<file path="config.mk">
export PLATFORM = sky130hd
export DESIGN_NAME = fpdmc_ctrl
export DESIGN_NICKNAME = d
export VERILOG_FILES = /design/src/common/fpdmc_pkg.sv /design/src/design/fpdmc_ctrl.sv
export SDC_FILE = /design/constraint.sdc
export NUM_CORES = 1
export LEC_CHECK = 0
export BUFFER_PORTS_ARGS = -buffer_cell sky130_fd_sc_hd__buf_2
export CAP_MARGIN = 20
export CORE_MARGIN = 10
export CORE_UTILIZATION = 30
export DETAILED_ROUTE_END_ITERATION = 12
export HOLD_SLACK_MARGIN = 0.03
export PLACE_DENSITY = 0.54
export SETUP_SLACK_MARGIN = 0.1
export SLEW_MARGIN = 0
export SYNTH_ARGS = -nofsm -noshare
export SYNTH_HDL_FRONTEND = slang
export SYNTH_SLANG_ARGS = --single-unit
export TNS_END_PERCENT = 100
</file>
<file path="constraint.sdc">
create_clock -name clock -period 3.7 [get_ports clock]
set_input_delay 0.555 -clock clock [delete_from_list [all_inputs] [get_ports clock]]
set_output_delay 0.555 -clock clock [all_outputs]
set_load 0.02 [all_outputs]
</file>
<file path="src/common/fpdmc_pkg.sv">
/*
 Constants, states and timing counts for the fast-page DRAM module controller.
 Assumes a single 10 MHz system clock; all DRAM timing is counted in its cycles.
*/
package fpdmc_pkg;
    localparam int CLK_MHZ = 10;
    localparam int ADDR_W = 20;
    localparam int HALF_W = 10;
    localparam int DATA_W = 8;
    localparam int ROWS = 512;
    localparam int WAKE_CYCLES = 8;
    localparam int POWERUP_US = 100;
    localparam int POWERUP_CYC = POWERUP_US * CLK_MHZ;
    localparam int REFRESH_MS = 8;
    // One refresh per row interval, rounded down
    localparam int REF_INT_CYC = (REFRESH_MS * 1000 * CLK_MHZ) / ROWS;
    // Per-phase hold in cycles (100 ns each for setup and precharge, 200 ns for access and strobe pulse widths)
    localparam int PRE_CYC = 1;
    localparam int ACC_CYC = 2;
    localparam int RP_CYC = 1;
    localparam logic [15:0] REF_INT_CNT = 16'h0098;
    typedef enum logic [3:0] {
        FPDMC_POWERUP, FPDMC_WAKE_RAS, FPDMC_WAKE_PRE, FPDMC_IDLE, FPDMC_ROW,
        FPDMC_COL, FPDMC_CAS_HI, FPDMC_PRECH, FPDMC_CBR_CAS, FPDMC_CBR_RAS
    } fpdmc_state_e;
endpackage

</file>
<file path="src/design/fpdmc_ctrl.sv">
/*
 Host-side controller for a 1M x 8 fast-page DRAM module: issues reads, early
 writes, page accesses on the same row, wake-up cycles and column-before-row
 refresh. Assumes the module's data lines are resolved outside from the enable.
*/
`timescale 1ns/1ps
module fpdmc_ctrl (
    input wire logic clock,
    input wire logic sys_rst,
    input wire logic req_valid,
    input wire logic req_write,
    input wire logic [fpdmc_pkg::ADDR_W-1:0] req_addr,
    input wire logic [fpdmc_pkg::DATA_W-1:0] req_wdata,
    output logic req_ready,
    output logic rd_valid,
    output logic [fpdmc_pkg::DATA_W-1:0] rd_data,
    output logic init_done,
    output logic row_strobe_n,
    output logic col_strobe_n,
    output logic write_strobe_n,
    output logic [fpdmc_pkg::HALF_W-1:0] multiplexed_address,
    output logic [fpdmc_pkg::DATA_W-1:0] data_lines_out,
    output logic data_lines_oe_n,
    input wire logic [fpdmc_pkg::DATA_W-1:0] data_lines_in
);
    import fpdmc_pkg::*;

    fpdmc_state_e state_q;
    logic [15:0] tmr_q;
    logic [15:0] ref_cnt_q;
    logic ref_due_q;
    logic [3:0] wake_q;
    logic [HALF_W-1:0] open_row_q;
    logic row_open_q;
    logic wr_q;
    logic [ADDR_W-1:0] addr_q;
    logic tmr_zero;
    logic take;
    logic same_row;
    logic ref_tick;

    assign tmr_zero = (tmr_q == 16'h0000);
    // Last count of the refresh interval; ready drops on this edge
    assign ref_tick = (ref_cnt_q == REF_INT_CNT - 16'h0001);
    assign same_row = row_open_q && (req_addr[ADDR_W-1:HALF_W] == open_row_q);
    // Accept only when refresh is not due
    assign take = req_valid && req_ready && !ref_due_q;

    // Evenly spaced refresh tick, cleared when refresh starts; set wins
    always_ff @(posedge clock or posedge sys_rst) begin
        if (sys_rst) begin
            ref_cnt_q <= 16'h0000;
            ref_due_q <= 1'b0;
        end else begin
            if (ref_tick) begin
                ref_cnt_q <= 16'h0000;
                ref_due_q <= 1'b1;
            end else begin
                ref_cnt_q <= ref_cnt_q + 16'h0001;
                if (state_q == FPDMC_CBR_CAS) begin
                    ref_due_q <= 1'b0;
                end
            end
        end
    end

    // Main strobe sequencer
    always_ff @(posedge clock or posedge sys_rst) begin
        if (sys_rst) begin
            state_q <= FPDMC_POWERUP;
            tmr_q <= 16'(POWERUP_CYC - 1);
            wake_q <= 4'h0;
            row_strobe_n <= 1'b1;
            col_strobe_n <= 1'b1;
            write_strobe_n <= 1'b1;
            multiplexed_address <= '0;
            data_lines_out <= '0;
            data_lines_oe_n <= 1'b1;
            req_ready <= 1'b0;
            rd_valid <= 1'b0;
            rd_data <= '0;
            init_done <= 1'b0;
            row_open_q <= 1'b0;
            open_row_q <= '0;
            wr_q <= 1'b0;
            addr_q <= '0;
        end else begin
            rd_valid <= 1'b0;
            if (!tmr_zero) begin
                tmr_q <= tmr_q - 16'h0001;
            end
            case (state_q)
                FPDMC_POWERUP: begin
                    if (tmr_zero) begin
                        state_q <= FPDMC_WAKE_RAS;
                        row_strobe_n <= 1'b0;
                        tmr_q <= 16'(ACC_CYC - 1);
                    end
                end
                FPDMC_WAKE_RAS: begin
                    if (tmr_zero) begin
                        row_strobe_n <= 1'b1;
                        wake_q <= wake_q + 4'h1;
                        tmr_q <= 16'(RP_CYC - 1);
                        state_q <= FPDMC_WAKE_PRE;
                    end
                end
                FPDMC_WAKE_PRE: begin
                    if (tmr_zero) begin
                        if (wake_q == 4'(WAKE_CYCLES)) begin
                            state_q <= FPDMC_IDLE;
                            init_done <= 1'b1;
                            req_ready <= !ref_due_q && !ref_tick;
                        end else begin
                            row_strobe_n <= 1'b0;
                            tmr_q <= 16'(ACC_CYC - 1);
                            state_q <= FPDMC_WAKE_RAS;
                        end
                    end
                end
                FPDMC_IDLE: begin
                    // Refresh runs as its own counter cycle, never hidden under a read
                    if (ref_due_q) begin
                        req_ready <= 1'b0;
                        if (row_open_q) begin
                            row_strobe_n <= 1'b1;
                            row_open_q <= 1'b0;
                            tmr_q <= 16'(RP_CYC - 1);
                            state_q <= FPDMC_PRECH;
                        end else begin
                            col_strobe_n <= 1'b0;
                            tmr_q <= 16'(PRE_CYC - 1);
                            state_q <= FPDMC_CBR_CAS;
                        end
                    end else if (take) begin
                        req_ready <= 1'b0;
                        addr_q <= req_addr;
                        wr_q <= req_write;
                        write_strobe_n <= !req_write;
                        data_lines_out <= req_wdata;
                        data_lines_oe_n <= !req_write;
                        if (same_row) begin
                            multiplexed_address <= req_addr[HALF_W-1:0];
                            tmr_q <= 16'(PRE_CYC - 1);
                            state_q <= FPDMC_COL;
                        end else if (row_open_q) begin
                            // Close the old row and go straight on, so refresh cannot drop it
                            row_strobe_n <= 1'b1;
                            row_open_q <= 1'b0;
                            multiplexed_address <= req_addr[ADDR_W-1:HALF_W];
                            tmr_q <= 16'(RP_CYC - 1);
                            state_q <= FPDMC_ROW;
                        end else begin
                            multiplexed_address <= req_addr[ADDR_W-1:HALF_W];
                            tmr_q <= 16'(PRE_CYC - 1);
                            state_q <= FPDMC_ROW;
                        end
                    end else if (ref_tick) begin
                        req_ready <= 1'b0;
                    end
                end
                // Row strobe falls first; the column half follows one cycle later
                FPDMC_ROW: begin
                    if (tmr_zero && row_strobe_n) begin
                        row_strobe_n <= 1'b0;
                        row_open_q <= 1'b1;
                        open_row_q <= addr_q[ADDR_W-1:HALF_W];
                        tmr_q <= 16'(PRE_CYC - 1);
                    end else if (tmr_zero) begin
                        multiplexed_address <= addr_q[HALF_W-1:0];
                        tmr_q <= 16'(PRE_CYC - 1);
                        state_q <= FPDMC_COL;
                    end
                end
                FPDMC_COL: begin
                    if (tmr_zero && col_strobe_n) begin
                        col_strobe_n <= 1'b0;
                        tmr_q <= 16'(ACC_CYC - 1);
                    end else if (tmr_zero) begin
                        col_strobe_n <= 1'b1;
                        write_strobe_n <= 1'b1;
                        data_lines_oe_n <= 1'b1;
                        rd_valid <= !wr_q;
                        rd_data <= data_lines_in;
                        tmr_q <= 16'(PRE_CYC - 1);
                        state_q <= FPDMC_CAS_HI;
                    end
                end
                FPDMC_CAS_HI: begin
                    if (tmr_zero) begin
                        req_ready <= !ref_due_q && !ref_tick;
                        state_q <= FPDMC_IDLE;
                    end
                end
                FPDMC_PRECH: begin
                    if (tmr_zero) begin
                        if (ref_due_q) begin
                            col_strobe_n <= 1'b0;
                            tmr_q <= 16'(PRE_CYC - 1);
                            state_q <= FPDMC_CBR_CAS;
                        end else begin
                            multiplexed_address <= addr_q[ADDR_W-1:HALF_W];
                            state_q <= FPDMC_ROW;
                        end
                    end
                end
                FPDMC_CBR_CAS: begin
                    if (tmr_zero) begin
                        row_strobe_n <= 1'b0;
                        tmr_q <= 16'(ACC_CYC - 1);
                        state_q <= FPDMC_CBR_RAS;
                    end
                end
                FPDMC_CBR_RAS: begin
                    if (tmr_zero) begin
                        row_strobe_n <= 1'b1;
                        col_strobe_n <= 1'b1;
                        tmr_q <= 16'(RP_CYC - 1);
                        state_q <= FPDMC_CAS_HI;
                    end
                end
                default: begin
                    state_q <= FPDMC_IDLE;
                end
            endcase
        end
    end

    a_write_setup_early: assert property (@(posedge clock) disable iff (sys_rst)
        $fell(col_strobe_n) && wr_q && state_q == FPDMC_COL |-> !write_strobe_n)
        else $error("write strobe not low before column strobe");
    a_read_we_high: assert property (@(posedge clock) disable iff (sys_rst)
        !col_strobe_n && !wr_q && state_q == FPDMC_COL |-> write_strobe_n)
        else $error("write strobe low during read");
    a_drive_only_write: assert property (@(posedge clock) disable iff (sys_rst)
        !data_lines_oe_n |-> !write_strobe_n)
        else $error("data driven outside write");
    a_cbr_order: assert property (@(posedge clock) disable iff (sys_rst)
        $fell(row_strobe_n) && state_q == FPDMC_CBR_RAS |-> !col_strobe_n)
        else $error("refresh row strobe without column strobe low");
    a_cas_pulse_len: assert property (@(posedge clock) disable iff (sys_rst)
        $fell(col_strobe_n) && state_q == FPDMC_COL |-> !col_strobe_n [*2])
        else $error("column strobe too short");
    a_cas_precharge: assert property (@(posedge clock) disable iff (sys_rst)
        $rose(col_strobe_n) |=> col_strobe_n)
        else $error("column precharge too short");
    a_cas_under_ras: assert property (@(posedge clock) disable iff (sys_rst)
        $fell(col_strobe_n) && state_q == FPDMC_COL |-> !row_strobe_n)
        else $error("column strobe without open row");
    a_refresh_served: assert property (@(posedge clock) disable iff (sys_rst)
        $rose(ref_due_q) && init_done |-> ##[1:20] state_q == FPDMC_CBR_CAS)
        else $error("refresh not served in time");
    a_wake_count: assert property (@(posedge clock) disable iff (sys_rst)
        $rose(init_done) |-> wake_q == 4'(WAKE_CYCLES))
        else $error("wake-up count wrong");
    a_idle_strobes: assert property (@(posedge clock) disable iff (sys_rst)
        state_q == FPDMC_IDLE && !row_open_q |-> row_strobe_n && col_strobe_n)
        else $error("strobes not high at rest");

    c_read: cover property (@(posedge clock) rd_valid);
    c_write: cover property (@(posedge clock) $fell(col_strobe_n) && wr_q);
    c_refresh: cover property (@(posedge clock) state_q == FPDMC_CBR_RAS);
    c_page: cover property (@(posedge clock) take && same_row);
endmodule // fpdmc_ctrl

</file>
==> results of run 1 <==
## routing by layer
| metal | track usage, % | up-vias |
|---|---|---|
| met1 | 12.9 | 1932 |
| met2 | 18.6 | 85 |
| li1 | - | 1902 |
| met4 | 2.97 | 0 |
| met3 | 3.40 | 11 |
| met5 | 0 | - |
## power groups by stage
stage / registers (W) / clock network [W] / logic (W)
5_1_grt: 0.00190 / 0.00102 / 0.00174
2_1_floorplan: 0.00192 / 0 / 0.00103
3_3_place_gp: 0.00185 / 0 / 0.00154
6_report: 0.00184 / 0.000930 / 0.00156
3_5_place_dp: 0.00186 / 0 / 0.00158
4_1_cts: 0.00184 / 0.000965 / 0.00159
## cell usage in the layout, fill, tap and decap left out, types with 3 or more instances in the layout
cell type	count
sky130_fd_sc_hd__and3_1	3
sky130_fd_sc_hd__mux2i_1	10
sky130_fd_sc_hd__nor3_1	14
sky130_fd_sc_hd__a21oi_1	12
sky130_fd_sc_hd__clkbuf_16	9
sky130_fd_sc_hd__or4_1	4
sky130_fd_sc_hd__o21ai_0	28
sky130_fd_sc_hd__ha_1	10
sky130_fd_sc_hd__nor2_1	44
sky130_fd_sc_hd__xor2_1	10
sky130_fd_sc_hd__mux2_2	58
sky130_fd_sc_hd__nand2_1	22
sky130_fd_sc_hd__buf_4	11
sky130_fd_sc_hd__buf_2	72
sky130_fd_sc_hd__nand2b_1	7
sky130_fd_sc_hd__inv_1	11
sky130_fd_sc_hd__nand3_1	16
sky130_fd_sc_hd__xnor2_1	29
sky130_fd_sc_hd__dfrtp_1	94
sky130_fd_sc_hd__nor4_1	8
sky130_fd_sc_hd__nand4_1	9
sky130_fd_sc_hd__o22ai_1	3
sky130_fd_sc_hd__a22oi_1	12
sky130_fd_sc_hd__dfstp_2	11
sky130_fd_sc_hd__nor2b_1	6
sky130_fd_sc_hd__nor4b_1	3
## cell usage after synthesis, types with 3 or more instances
| library cell | number | area (sq um) |
|---|---|---|
| sky130_fd_sc_hd__o22ai_1 | 3 | 18.8 |
| sky130_fd_sc_hd__nor2b_1 | 7 | 43.8 |
| sky130_fd_sc_hd__clkbuf_1 | 13 | 48.8 |
| sky130_fd_sc_hd__xor2_1 | 10 | 87.6 |
| sky130_fd_sc_hd__and3_1 | 3 | 18.8 |
| sky130_fd_sc_hd__mux2i_1 | 10 | 100 |
| sky130_fd_sc_hd__buf_2 | 7 | 35.0 |
| sky130_fd_sc_hd__nand2b_1 | 7 | 43.8 |
| sky130_fd_sc_hd__ha_1 | 10 | 125 |
| sky130_fd_sc_hd__nor3_1 | 15 | 75.1 |
| sky130_fd_sc_hd__nand2_1 | 22 | 82.6 |
| sky130_fd_sc_hd__nand3_1 | 16 | 80.1 |
| sky130_fd_sc_hd__xnor2_1 | 29 | 254 |
| sky130_fd_sc_hd__or4_1 | 4 | 30.0 |
| sky130_fd_sc_hd__nor4_1 | 8 | 50.1 |
| sky130_fd_sc_hd__inv_1 | 12 | 45.0 |
| sky130_fd_sc_hd__dfrtp_1 | 94 | 2350 |
| sky130_fd_sc_hd__a21oi_1 | 12 | 60.1 |
| sky130_fd_sc_hd__mux2_2 | 58 | 653 |
| sky130_fd_sc_hd__nor4b_1 | 3 | 26.3 |
| sky130_fd_sc_hd__o21ai_0 | 28 | 140 |
| sky130_fd_sc_hd__a22oi_1 | 12 | 90.1 |
| sky130_fd_sc_hd__dfstp_2 | 11 | 289 |
| sky130_fd_sc_hd__nor2_1 | 44 | 165 |
| sky130_fd_sc_hd__nand4_1 | 9 | 56.3 |
## path summary, 6_finish.rpt
| check | to | cells past startpoint |
|---|---|---|
| worst min-delay path | ref_cnt_q[12] | 2 |
| worst max-delay path | tmr_q[0] | 9 |
| min in group clock | data_lines_oe_n | 2 |
| worst min register to register | wake_q[3] | 1 |
| max in group asynchronous | data_lines_oe_n | 3 |
| worst max register to register | tmr_q[0] | 9 |
## cell families after synthesis
group / Yosys count / synth area share [%]
compound gates: 76 / 9.14
xor+xnor: 39 / 6.38
fa+ha+maj: 10 / 2.34
buf+inv: 35 / 2.83
flops: 105 / 49.3
mux: 68 / 14.1
simple gates: 155 / 15.9
## state kept, by name, summed over array words and instances, names as in the netlist, 4 cells and up
register	flops
state_q	4
multiplexed_address	10
addr_q	20
ref_cnt_q	16
tmr_q	16
open_row_q	10
rd_data	8
data_lines_out	8
wake_q	4
## area by class of cell
type	count	share of cell area (%)
clock buffer	10	3.64
tap	225	4.47
clock inverter	6	0.974
multi-input combinational	348	40.8
sequential	105	42.0
inverter	12	0.755
timing repair buffer	84	7.36
## per-stage QoR
| stage | utilization, % | hold slack, ns | total power (W) | instances | setup WS (ns) |
|---|---|---|---|---|---|
| after floorplan | - | 0.405 | 0.00295 | 488 | 0.403 |
| after CTS | 36.1 | 0.322 | 0.00440 | 790 | 0.654 |
| final | 36.1 | 0.291 | 0.00433 | 790 | 0.654 |
| after detailed placement | 34.5 | 0.470 | 0.00344 | 774 | 0.669 |
| after global placement | 34.5 | 0.459 | 0.00339 | 774 | 0.798 |
| after global routing | 36.1 | 0.323 | 0.00466 | 790 | 0.373 |
==> results.txt, run 1 <==
Gate count of the mapped netlist: 488
Pin count of the biggest net entering global routing: 56
Remaining global-route overflow: 0
Clock tree root buffer cell: sky130_fd_sc_hd__clkbuf_16
Routed WL per cell: 16.1 microns
Count of warnings emitted by yosys: 0
I/O pins: 73
Number of hold buffers added after CTS: 0
Ys flop type: sky130_fd_sc_hd__dfrtp_1
Total of fill cells in the finished design: 1,750
Number of gates resized after CTS: 0
Net switching power of the design: 0.00162 W
Routed wl met2: 6.55 mm
Buffer levels on the longest clock path: 2
Signed area change from the synthesized netlist to the final layout: 17.5%
CP max stage delay: 0.65 ns
Routability Congestion: 0.890
Switching part of the total: 37.4%
Worst max-slew margin expressed relative to the limit: 49.7%
Antenna violations before repair: 1
Worst supply voltage drop on vdd: 0.353 mV
Starting density of the core: 30.7%
Number of levels in the clock H-tree: 3
Count of different cell masters after synthesis: 56
Crit path launch: tmr_q[6]
Dpl hpwl: 9.30 mm
Share of power burned in registers: 42.4%
Number of antenna diodes: 0
Sequential area share after synthesis: 49.3%
Count of pins over their slew limit: 0
Routed vias/inst: 4.97
Type of the most critical hold path: primary input to async pin
Metal-1 WL: 5.45 mm
Crit Path Category: flop to flop
Ys async rst share: 100%
Total via count in the routed design: 3,930
Placement Rows: 48
Core Area: 0.0174 sq mm
Critical Path Slowest Stage Cell: sky130_fd_sc_hd__or3b_2
Worst Path Max Fanout: 10
Part of the total power dissipated in the clock network: 21.5%
Crit path cell chain: nor4_4 -> nand4_1 -> or3b_2 -> ha_1 -> nor2_1 -> o21ai_0 -> a22oi_1 -> a2111oi_0 -> o22ai_1
Setup-failing EPs final: 0
Detailed route wirelength on metal3: 600 microns
Clock latency on the worst-skew pair: 0.36 ns
Combined global-route utilization of all metal layers: 10.9%
Final cell area excluding filler cells: 0.00629 sq mm
Leak: 2.73 nW
Cell internal pwr: 0.00271 W
Vias in the first global route: 4,148
Multi-input combinational cell area: 0.00257 sq mm
Outcome: complete, no violations
Total detailed-routing wirelength: 12.7 mm
Endpoint required time on the critical path: 3.97 ns
Number of flops mapped to enable cells by yosys: 0
Pwr dens: 688 mW/mm^2
Nets in the synthesized netlist: 538
Crit start category: flop
Layout cells sized above 1: 32.0%
Max Freq: 328 MHz
Setup slack of the worst register-to-register path: 0.65 ns
Final clock period utilization by the worst path: 82.3%
Sum of negative setup slack: 0 ns
Count of buffer and inverter cells on the critical path: 0
#FFs+latches synth: 105
Number of buffers created by CTS: 9
Quantity of I/O buffers inserted on ports: 72
# nets final: 610
DRC violations left: 0
Part of the total power dissipated in combinational logic: 36.1%
Die Area: 0.0236 sq mm
First-pass iteration count of the detailed router: 4
Fin Clk Skew: 0.00569 ns
Number of violations of the max-capacitance limit: 0
Endpoint arrival time on the critical path: 3.32 ns
Clk slew on worst S/H paths: 0.07 ns
Setup crit end kind: flop
Highest signal layer in the routed design: met4
Clock sink total: 105
Largest delay contributor family on the critical path: simple AND/OR/NAND/NOR gates
Width of the die: 154 microns
Min Tclk post-route: 3.05 ns
Die Ht: 154 microns
Remaining antenna violation count after routing: 0
Number of failing hold endpoints at the final stage: 0
Post-CTS Setup Repair Bufs: 0
Area of the mapped netlist: 0.00536 sq mm
Drt first-iter violations: 240
Footprint of the flip-flops and latches: 0.00264 sq mm
Instance area after placement: 0.00600 sq mm
RSZ-0062 raised after global routing: no
TritonCTS clock tree: done
Slew @ Worst Pin: 0.748 ns
Avg Synthesized Cell Area: 11.0 sq um
Critical register-to-register path startpoint: tmr_q[6]
Wire length of the first global-routing pass: 21.2 mm
Note: power is estimated with default switching activity, not from simulation.
==> inputs of run 2 (changes only) <==
- ABC_AREA: unset -> 1
- clock period: 3.7 -> 2.98 ns (I/O delays scaled with it)
==> results.txt, run 2 <==
Sum of negative setup slack: 0 ns
Register bank with the most flops: addr_q
Number of flip-flops under the largest register name: 20
Footprint of the flip-flops and latches: 0.00264 sq mm
Placement Rows: 50
Area share of fa/ha/maj cells after synthesis: 2.17%
# nets final: 830
Critical register-to-register path startpoint: tmr_q[0]
Simple-gate portion of the synthesized area: 29.0%
Xor and xnor area share after synthesis: 3.19%
Clk slew on worst S/H paths: 0.08 ns
Min Tclk post-route: 2.43 ns
Number of levels in the clock H-tree: 3
Endpoint required time on the critical path: 3.20 ns
Number of gates resized after CTS: 0
DRC violations left: 0
Setup crit end kind: flop
Starting density of the core: 30.7%
Critical Path Slowest Stage Cell: sky130_fd_sc_hd__dfstp_2
Fin Clk Skew: 0.0123 ns
Clock latency on the worst-skew pair: 0.36 ns
Share of Yosys cell area claimed by the top area cell type: 40.8%
Core Area: 0.0188 sq mm
Avg Synthesized Cell Area: 8.18 sq um
Wire length of the first global-routing pass: 23.9 mm
Routed WL per cell: 14.0 microns
Pin count of the biggest net entering global routing: 60
Most common cell after layout, fill and taps aside: sky130_fd_sc_hd__nand2_1
Cell occurring most often along the worst timing path: sky130_fd_sc_hd__inv_1
Count of pins over their slew limit: 0
Number of violations of the max-capacitance limit: 0
Remaining antenna violation count after routing: 0
Crit start category: flop
Buffer levels on the longest clock path: 2
Count of warnings emitted by yosys: 0
Antenna violations before repair: 1
Drt first-iter violations: 311
Routed vias/inst: 4.53
Crit Path Category: flop to flop
Leak: 3.29 nW
Total of fill cells in the finished design: 1,979
Number of hold buffers added after CTS: 0
Largest registers ranked by flip-flop count: addr_q (20), ref_cnt_q (16), tmr_q (16)
Total detailed-routing wirelength: 14.3 mm
Max Freq: 412 MHz
Crit path cell chain: inv_1 -> ha_1 -> inv_1 -> nor2_1 -> nand2_1 -> nor2_2 -> nand2_4 -> clkinv_4 -> ha_1 -> inv_1 -> nand2_1 -> nand4_1 -> o21a_4 -> nor2_8 -> nor2_1
Vias in the first global route: 4,640
TritonCTS clock tree: done
Die Area: 0.0251 sq mm
Setup slack of the worst register-to-register path: 0.55 ns
Combined global-route utilization of all metal layers: 11.9%
Count of different cell masters after synthesis: 43
Final clock period utilization by the worst path: 81.5%
Slew @ Worst Pin: 0.550 ns
Number of buffers created by CTS: 9
Reg2reg path depth: 15
Ys flop type: sky130_fd_sc_hd__dfrtp_1
Dpl hpwl: 10.3 mm
Sequential area share after synthesis: 45.9%
Layout cells sized above 1: 22.0%
Remaining global-route overflow: 0
Total via count in the routed design: 4,625
Commonest cells after routing, fill and taps aside: 164 x sky130_fd_sc_hd__nand2_1, 94 x sky130_fd_sc_hd__dfrtp_1, 83 x sky130_fd_sc_hd__inv_1, 77 x sky130_fd_sc_hd__nor2_1, 72 x sky130_fd_sc_hd__buf_2
Number of failing hold endpoints at the final stage: 0
Clock sink total: 105
CP max stage delay: 0.38 ns
Synthesized-area fraction occupied by ao, oa, aoi and oai cells: 8.23%
Die Ht: 159 microns
Biggest area consumer among synthesized cells: sky130_fd_sc_hd__dfrtp_1
Pwr dens: 413 mW/mm^2
Signed area change from the synthesized netlist to the final layout: 16.6%
Top area cells in the synthesized netlist: sky130_fd_sc_hd__dfrtp_1 41%, sky130_fd_sc_hd__nand2_1 11%, sky130_fd_sc_hd__inv_1 5.5%
Gate count of the mapped netlist: 704
I/O pins: 73
Area of the mapped netlist: 0.00576 sq mm
Width of the die: 159 microns
Most frequent cell after synthesis: sky130_fd_sc_hd__nand2_1
Mux contribution to synthesized area: 3.58%
Routability Congestion: 0.859
Ys async rst share: 100%
Post-CTS Setup Repair Bufs: 0
Type of the most critical hold path: primary input to async pin
Number of flops mapped to enable cells by yosys: 0
Outcome: complete, no violations
Worst max-slew margin expressed relative to the limit: 63.3%
#FFs+latches synth: 105
Clock tree root buffer cell: sky130_fd_sc_hd__clkbuf_16
Worst Path Max Fanout: 15
Nets in the synthesized netlist: 754
Final cell area excluding filler cells: 0.00672 sq mm
Multi-input combinational cell area: 0.00266 sq mm
RSZ-0062 raised after global routing: no
Setup-failing EPs final: 0
Top post-synthesis cells by count: 164 x sky130_fd_sc_hd__nand2_1, 94 x sky130_fd_sc_hd__dfrtp_1, 84 x sky130_fd_sc_hd__inv_1
First-pass iteration count of the detailed router: 5
Instance area after placement: 0.00641 sq mm
FF-to-FF End: tmr_q[15]
Quantity of I/O buffers inserted on ports: 72
Largest family of logic cells by synthesized area: simple AND/OR/NAND/NOR gates
Endpoint arrival time on the critical path: 2.65 ns
Worst supply voltage drop on vdd: 0.279 mV
## run 2: worst max-delay path, delay by kind of cell (launching register included)
family / cells / cell delay [ns]
DFF: 1 / 0.38
adders and majority gates: 2 / 0.33
and+or+nand+nor: 8 / 1.14
buffers and inverters: 4 / 0.28
AOI/OAI and AO/OA: 1 / 0.16
## run 2: kinds of logic after synthesis
logic type / after synthesis
AO/OA/AOI/OAI: 87
XOR/XNOR: 21
adder cells (fa/ha/maj): 10
buffers and inverters: 110
flip-flops: 105
multiplexers: 16
AND/OR/NAND/NOR: 355
## run 2: final cells by class
class                      instances  area share [%]
timing repair buffer              82            6.86
clock buffer                      10            3.41
sequential                       105            39.3
clock inverter                     6            1.10
antenna                            1          0.0373
multi-input combinational        489            39.6
inverter                          93            5.33
tap                              234            4.36
## run 2: worst max-delay path by stage
stage	from	endpoint	slack (ns)	depth (start not counted)
after floorplan	tmr_q[0]	tmr_q[3]	0.93	16
after global placement	tmr_q[0]	tmr_q[10]	0.64	15
after detailed placement	tmr_q[0]	tmr_q[10]	0.53	15
after CTS	tmr_q[0]	tmr_q[15]	0.51	15
after global routing	tmr_q[0]	tmr_q[15]	0.31	15
final	tmr_q[0]	tmr_q[15]	0.55	15
## run 2: stage by stage
stage / setup slack [ns] / total power (W) / hold WS (ns) / utilization, % / std cells
final: 0.551 / 0.00277 / 0.125 / 35.8 / 1020
after global routing: 0.305 / 0.00289 / 0.156 / 35.8 / 1019
after CTS: 0.511 / 0.00282 / 0.139 / 35.8 / 1019
after detailed placement: 0.528 / 0.00157 / 0.448 / 34.2 / 1003
after global placement: 0.644 / 0.00157 / 0.454 / 34.2 / 1003
after floorplan: 0.927 / 0.00152 / 0.411 / - / 704
## run 2: power breakdown
part           internal (W)  switching (W)  total, W
Combinational     0.0000392      0.0000692  0.000108
Clock              0.000666       0.000567   0.00123
Sequential          0.00143     0.00000199   0.00143
Total               0.00213       0.000638   0.00277
## run 2: layer usage
layer | up-vias | part of all wire (%) | track usage (%)
li1 | 2386 | - | -
met1 | 2115 | 49 | 16.3
met2 | 108 | 44 | 17.5
met3 | 16 | 6.2 | 3.86
met4 | 0 | 1.5 | 3.71
met5 | - | 0 | 0
==> inputs of run 3 (changes only) <==
- clock period: 2.98 -> 2.4 ns (I/O delays scaled with it)
==> results.txt, run 3 (synthesized netlist as in run 2, its figures left out) <==
Outcome: complete, no violations
Quantity of I/O buffers inserted on ports: 72
Number of buffers created by CTS: 9
Setup crit end kind: flop
Endpoint arrival time on the critical path: 2.38 ns
First-pass iteration count of the detailed router: 5
Largest delay contributor family on the critical path: simple AND/OR/NAND/NOR gates
Pin count of the biggest net entering global routing: 47
Die Ht: 159 microns
Clock sink total: 105
Wire length of the first global-routing pass: 23.3 mm
Die Area: 0.0251 sq mm
Leak: 3.31 nW
Number of hold buffers added after CTS: 0
Worst supply voltage drop on vdd: 0.322 mV
Setup-failing EPs final: 0
Crit start category: flop
Total of fill cells in the finished design: 1,996
Number of levels in the clock H-tree: 3
Register bank with the most flops: addr_q
Total detailed-routing wirelength: 14.4 mm
RSZ-0062 raised after global routing: no
Worst max-slew margin expressed relative to the limit: 44.4%
Antenna violations before repair: 1
Total via count in the routed design: 4,727
Clock latency on the worst-skew pair: 0.36 ns
Vias in the first global route: 4,516
Count of buffer and inverter cells on the critical path: 5
Routability Congestion: 0.876
Dpl hpwl: 10.5 mm
Worst slack, placed: -0.162 ns
Combined global-route utilization of all metal layers: 11.6%
Routed WL per cell: 14.1 microns
Worst Path Max Fanout: 5
Number of flip-flops under the largest register name: 20
Number of failing hold endpoints at the final stage: 0
Post-route setup slack: 0.256 ns
Commonest cells after routing, fill and taps aside: 164 x sky130_fd_sc_hd__nand2_1, 94 x sky130_fd_sc_hd__dfrtp_1, 82 x sky130_fd_sc_hd__inv_1, 74 x sky130_fd_sc_hd__nor2_1, 72 x sky130_fd_sc_hd__buf_2
Buffer levels on the longest clock path: 2
Endpoint required time on the critical path: 2.64 ns
Largest registers ranked by flip-flop count: addr_q (20), ref_cnt_q (16), tmr_q (16)
Signed area change from the synthesized netlist to the final layout: 18.1%
Number of violations of the max-capacitance limit: 0
Slew @ Worst Pin: 0.830 ns
Pwr dens: 495 mW/mm^2
Critical Path Slowest Stage Cell: sky130_fd_sc_hd__dfstp_2
Crit Path Category: flop to flop
Core Area: 0.0188 sq mm
Width of the die: 159 microns
CP max stage delay: 0.40 ns
Count of pins over their slew limit: 0
Max Freq: 466 MHz
Crit path cell chain: inv_4 -> ha_2 -> inv_1 -> nor2_2 -> nand2_1 -> nor2_2 -> nand2_4 -> clkinv_4 -> ha_2 -> inv_1 -> nand2_1 -> nand4_1 -> o21a_4 -> nor2_8 -> buf_12 -> nor2_4
Fin Clk Skew: 0.0132 ns
Clk slew on worst S/H paths: 0.07 ns
# nets final: 834
Placement Rows: 50
TritonCTS clock tree: done
Routed vias/inst: 4.62
I/O pins: 73
Starting density of the core: 30.7%
DRC violations left: 0
Layout cells sized above 1: 23.4%
Remaining global-route overflow: 0
Type of the most critical hold path: primary input to async pin
Clock tree root buffer cell: sky130_fd_sc_hd__clkbuf_16
Core Util, Final: 36.2%
Drt first-iter violations: 276
Min Tclk post-route: 2.14 ns
Remaining antenna violation count after routing: 0
Most common cell after layout, fill and taps aside: sky130_fd_sc_hd__nand2_1
Final clock period utilization by the worst path: 89.3%
## run 3: final timing paths
path	startpoint	end	slack, ns	cells past startpoint
setup / recovery	tmr_q[0]	tmr_q[3]	0.26	16
hold / removal	sys_rst	data_lines_out[7]	0.05	2
setup reg to reg	tmr_q[0]	tmr_q[3]	0.26	16
hold reg to reg	wr_q	rd_valid	0.46	1
max in group asynchronous	sys_rst	addr_q[10]	1.63	3
min in group clock	data_lines_in[5]	rd_data[5]	0.23	2
## run 3: area by class of cell
cell class / instances / area, sq um / area share [%]
antenna: 1 / 2.50 / 0.0368
clock buffer: 10 / 239 / 3.51
clock inverter: 5 / 47.5 / 0.699
inverter: 93 / 360 / 5.30
multi-input combinational: 489 / 2680 / 39.5
sequential: 105 / 2640 / 38.8
tap: 234 / 293 / 4.31
timing repair buffer: 86 / 533 / 7.84
## run 3: timing repair
action	CTS	global route
gates resized for setup	1	7
cloned	0	1
buffers inserted	0	2
endpoints found under the setup margin	11	22
pin swaps	0	3
## run 3: power by group
group | switching, W | internal (W) | total [W]
clock | 0.000704 | 0.000749 | 0.00145
sequential | 0.00000246 | 0.00178 | 0.00178
combinational | 0.0000848 | 0.0000490 | 0.000134
## run 3: worst register-to-register path, cell delays in order, from the launching register on
cell and delay, ns:
sky130_fd_sc_hd__dfstp_2 0.40, sky130_fd_sc_hd__inv_4 0.06, sky130_fd_sc_hd__ha_2 0.17, sky130_fd_sc_hd__inv_1 0.05
sky130_fd_sc_hd__nor2_2 0.09, sky130_fd_sc_hd__nand2_1 0.07, sky130_fd_sc_hd__nor2_2 0.15, sky130_fd_sc_hd__nand2_4 0.07
sky130_fd_sc_hd__clkinv_4 0.07, sky130_fd_sc_hd__ha_2 0.17, sky130_fd_sc_hd__inv_1 0.04, sky130_fd_sc_hd__nand2_1 0.08
sky130_fd_sc_hd__nand4_1 0.11, sky130_fd_sc_hd__o21a_4 0.16, sky130_fd_sc_hd__nor2_8 0.17, sky130_fd_sc_hd__buf_12 0.16
sky130_fd_sc_hd__nor2_4 0.03
## run 3: metal layers
layer | GRT usage (%) | vias up | routed length, microns | share of wire [%]
li1 | - | 2404 | - | -
met1 | 16.1 | 2211 | 7190 | 50
met2 | 16.9 | 95 | 6310 | 44
met3 | 3.16 | 17 | 703 | 4.9
met4 | 3.88 | 0 | 214 | 1.5
met5 | 0 | - | 0 | 0
## run 3: through the flow
stage	hold WS (ns)	cell area, sq um	std cells	setup TNS, ns	power (W)
3_5_place_dp	0.437	6430	1004	-1.59	0.00195
6_report	0.0489	6800	1023	0	0.00337
3_3_place_gp	0.447	6430	1004	-0.0208	0.00195
5_1_grt	0.103	6800	1022	0	0.00351
2_1_floorplan	0.411	5760	704	0	0.00188
4_1_cts	0.0646	6720	1019	0	0.00341
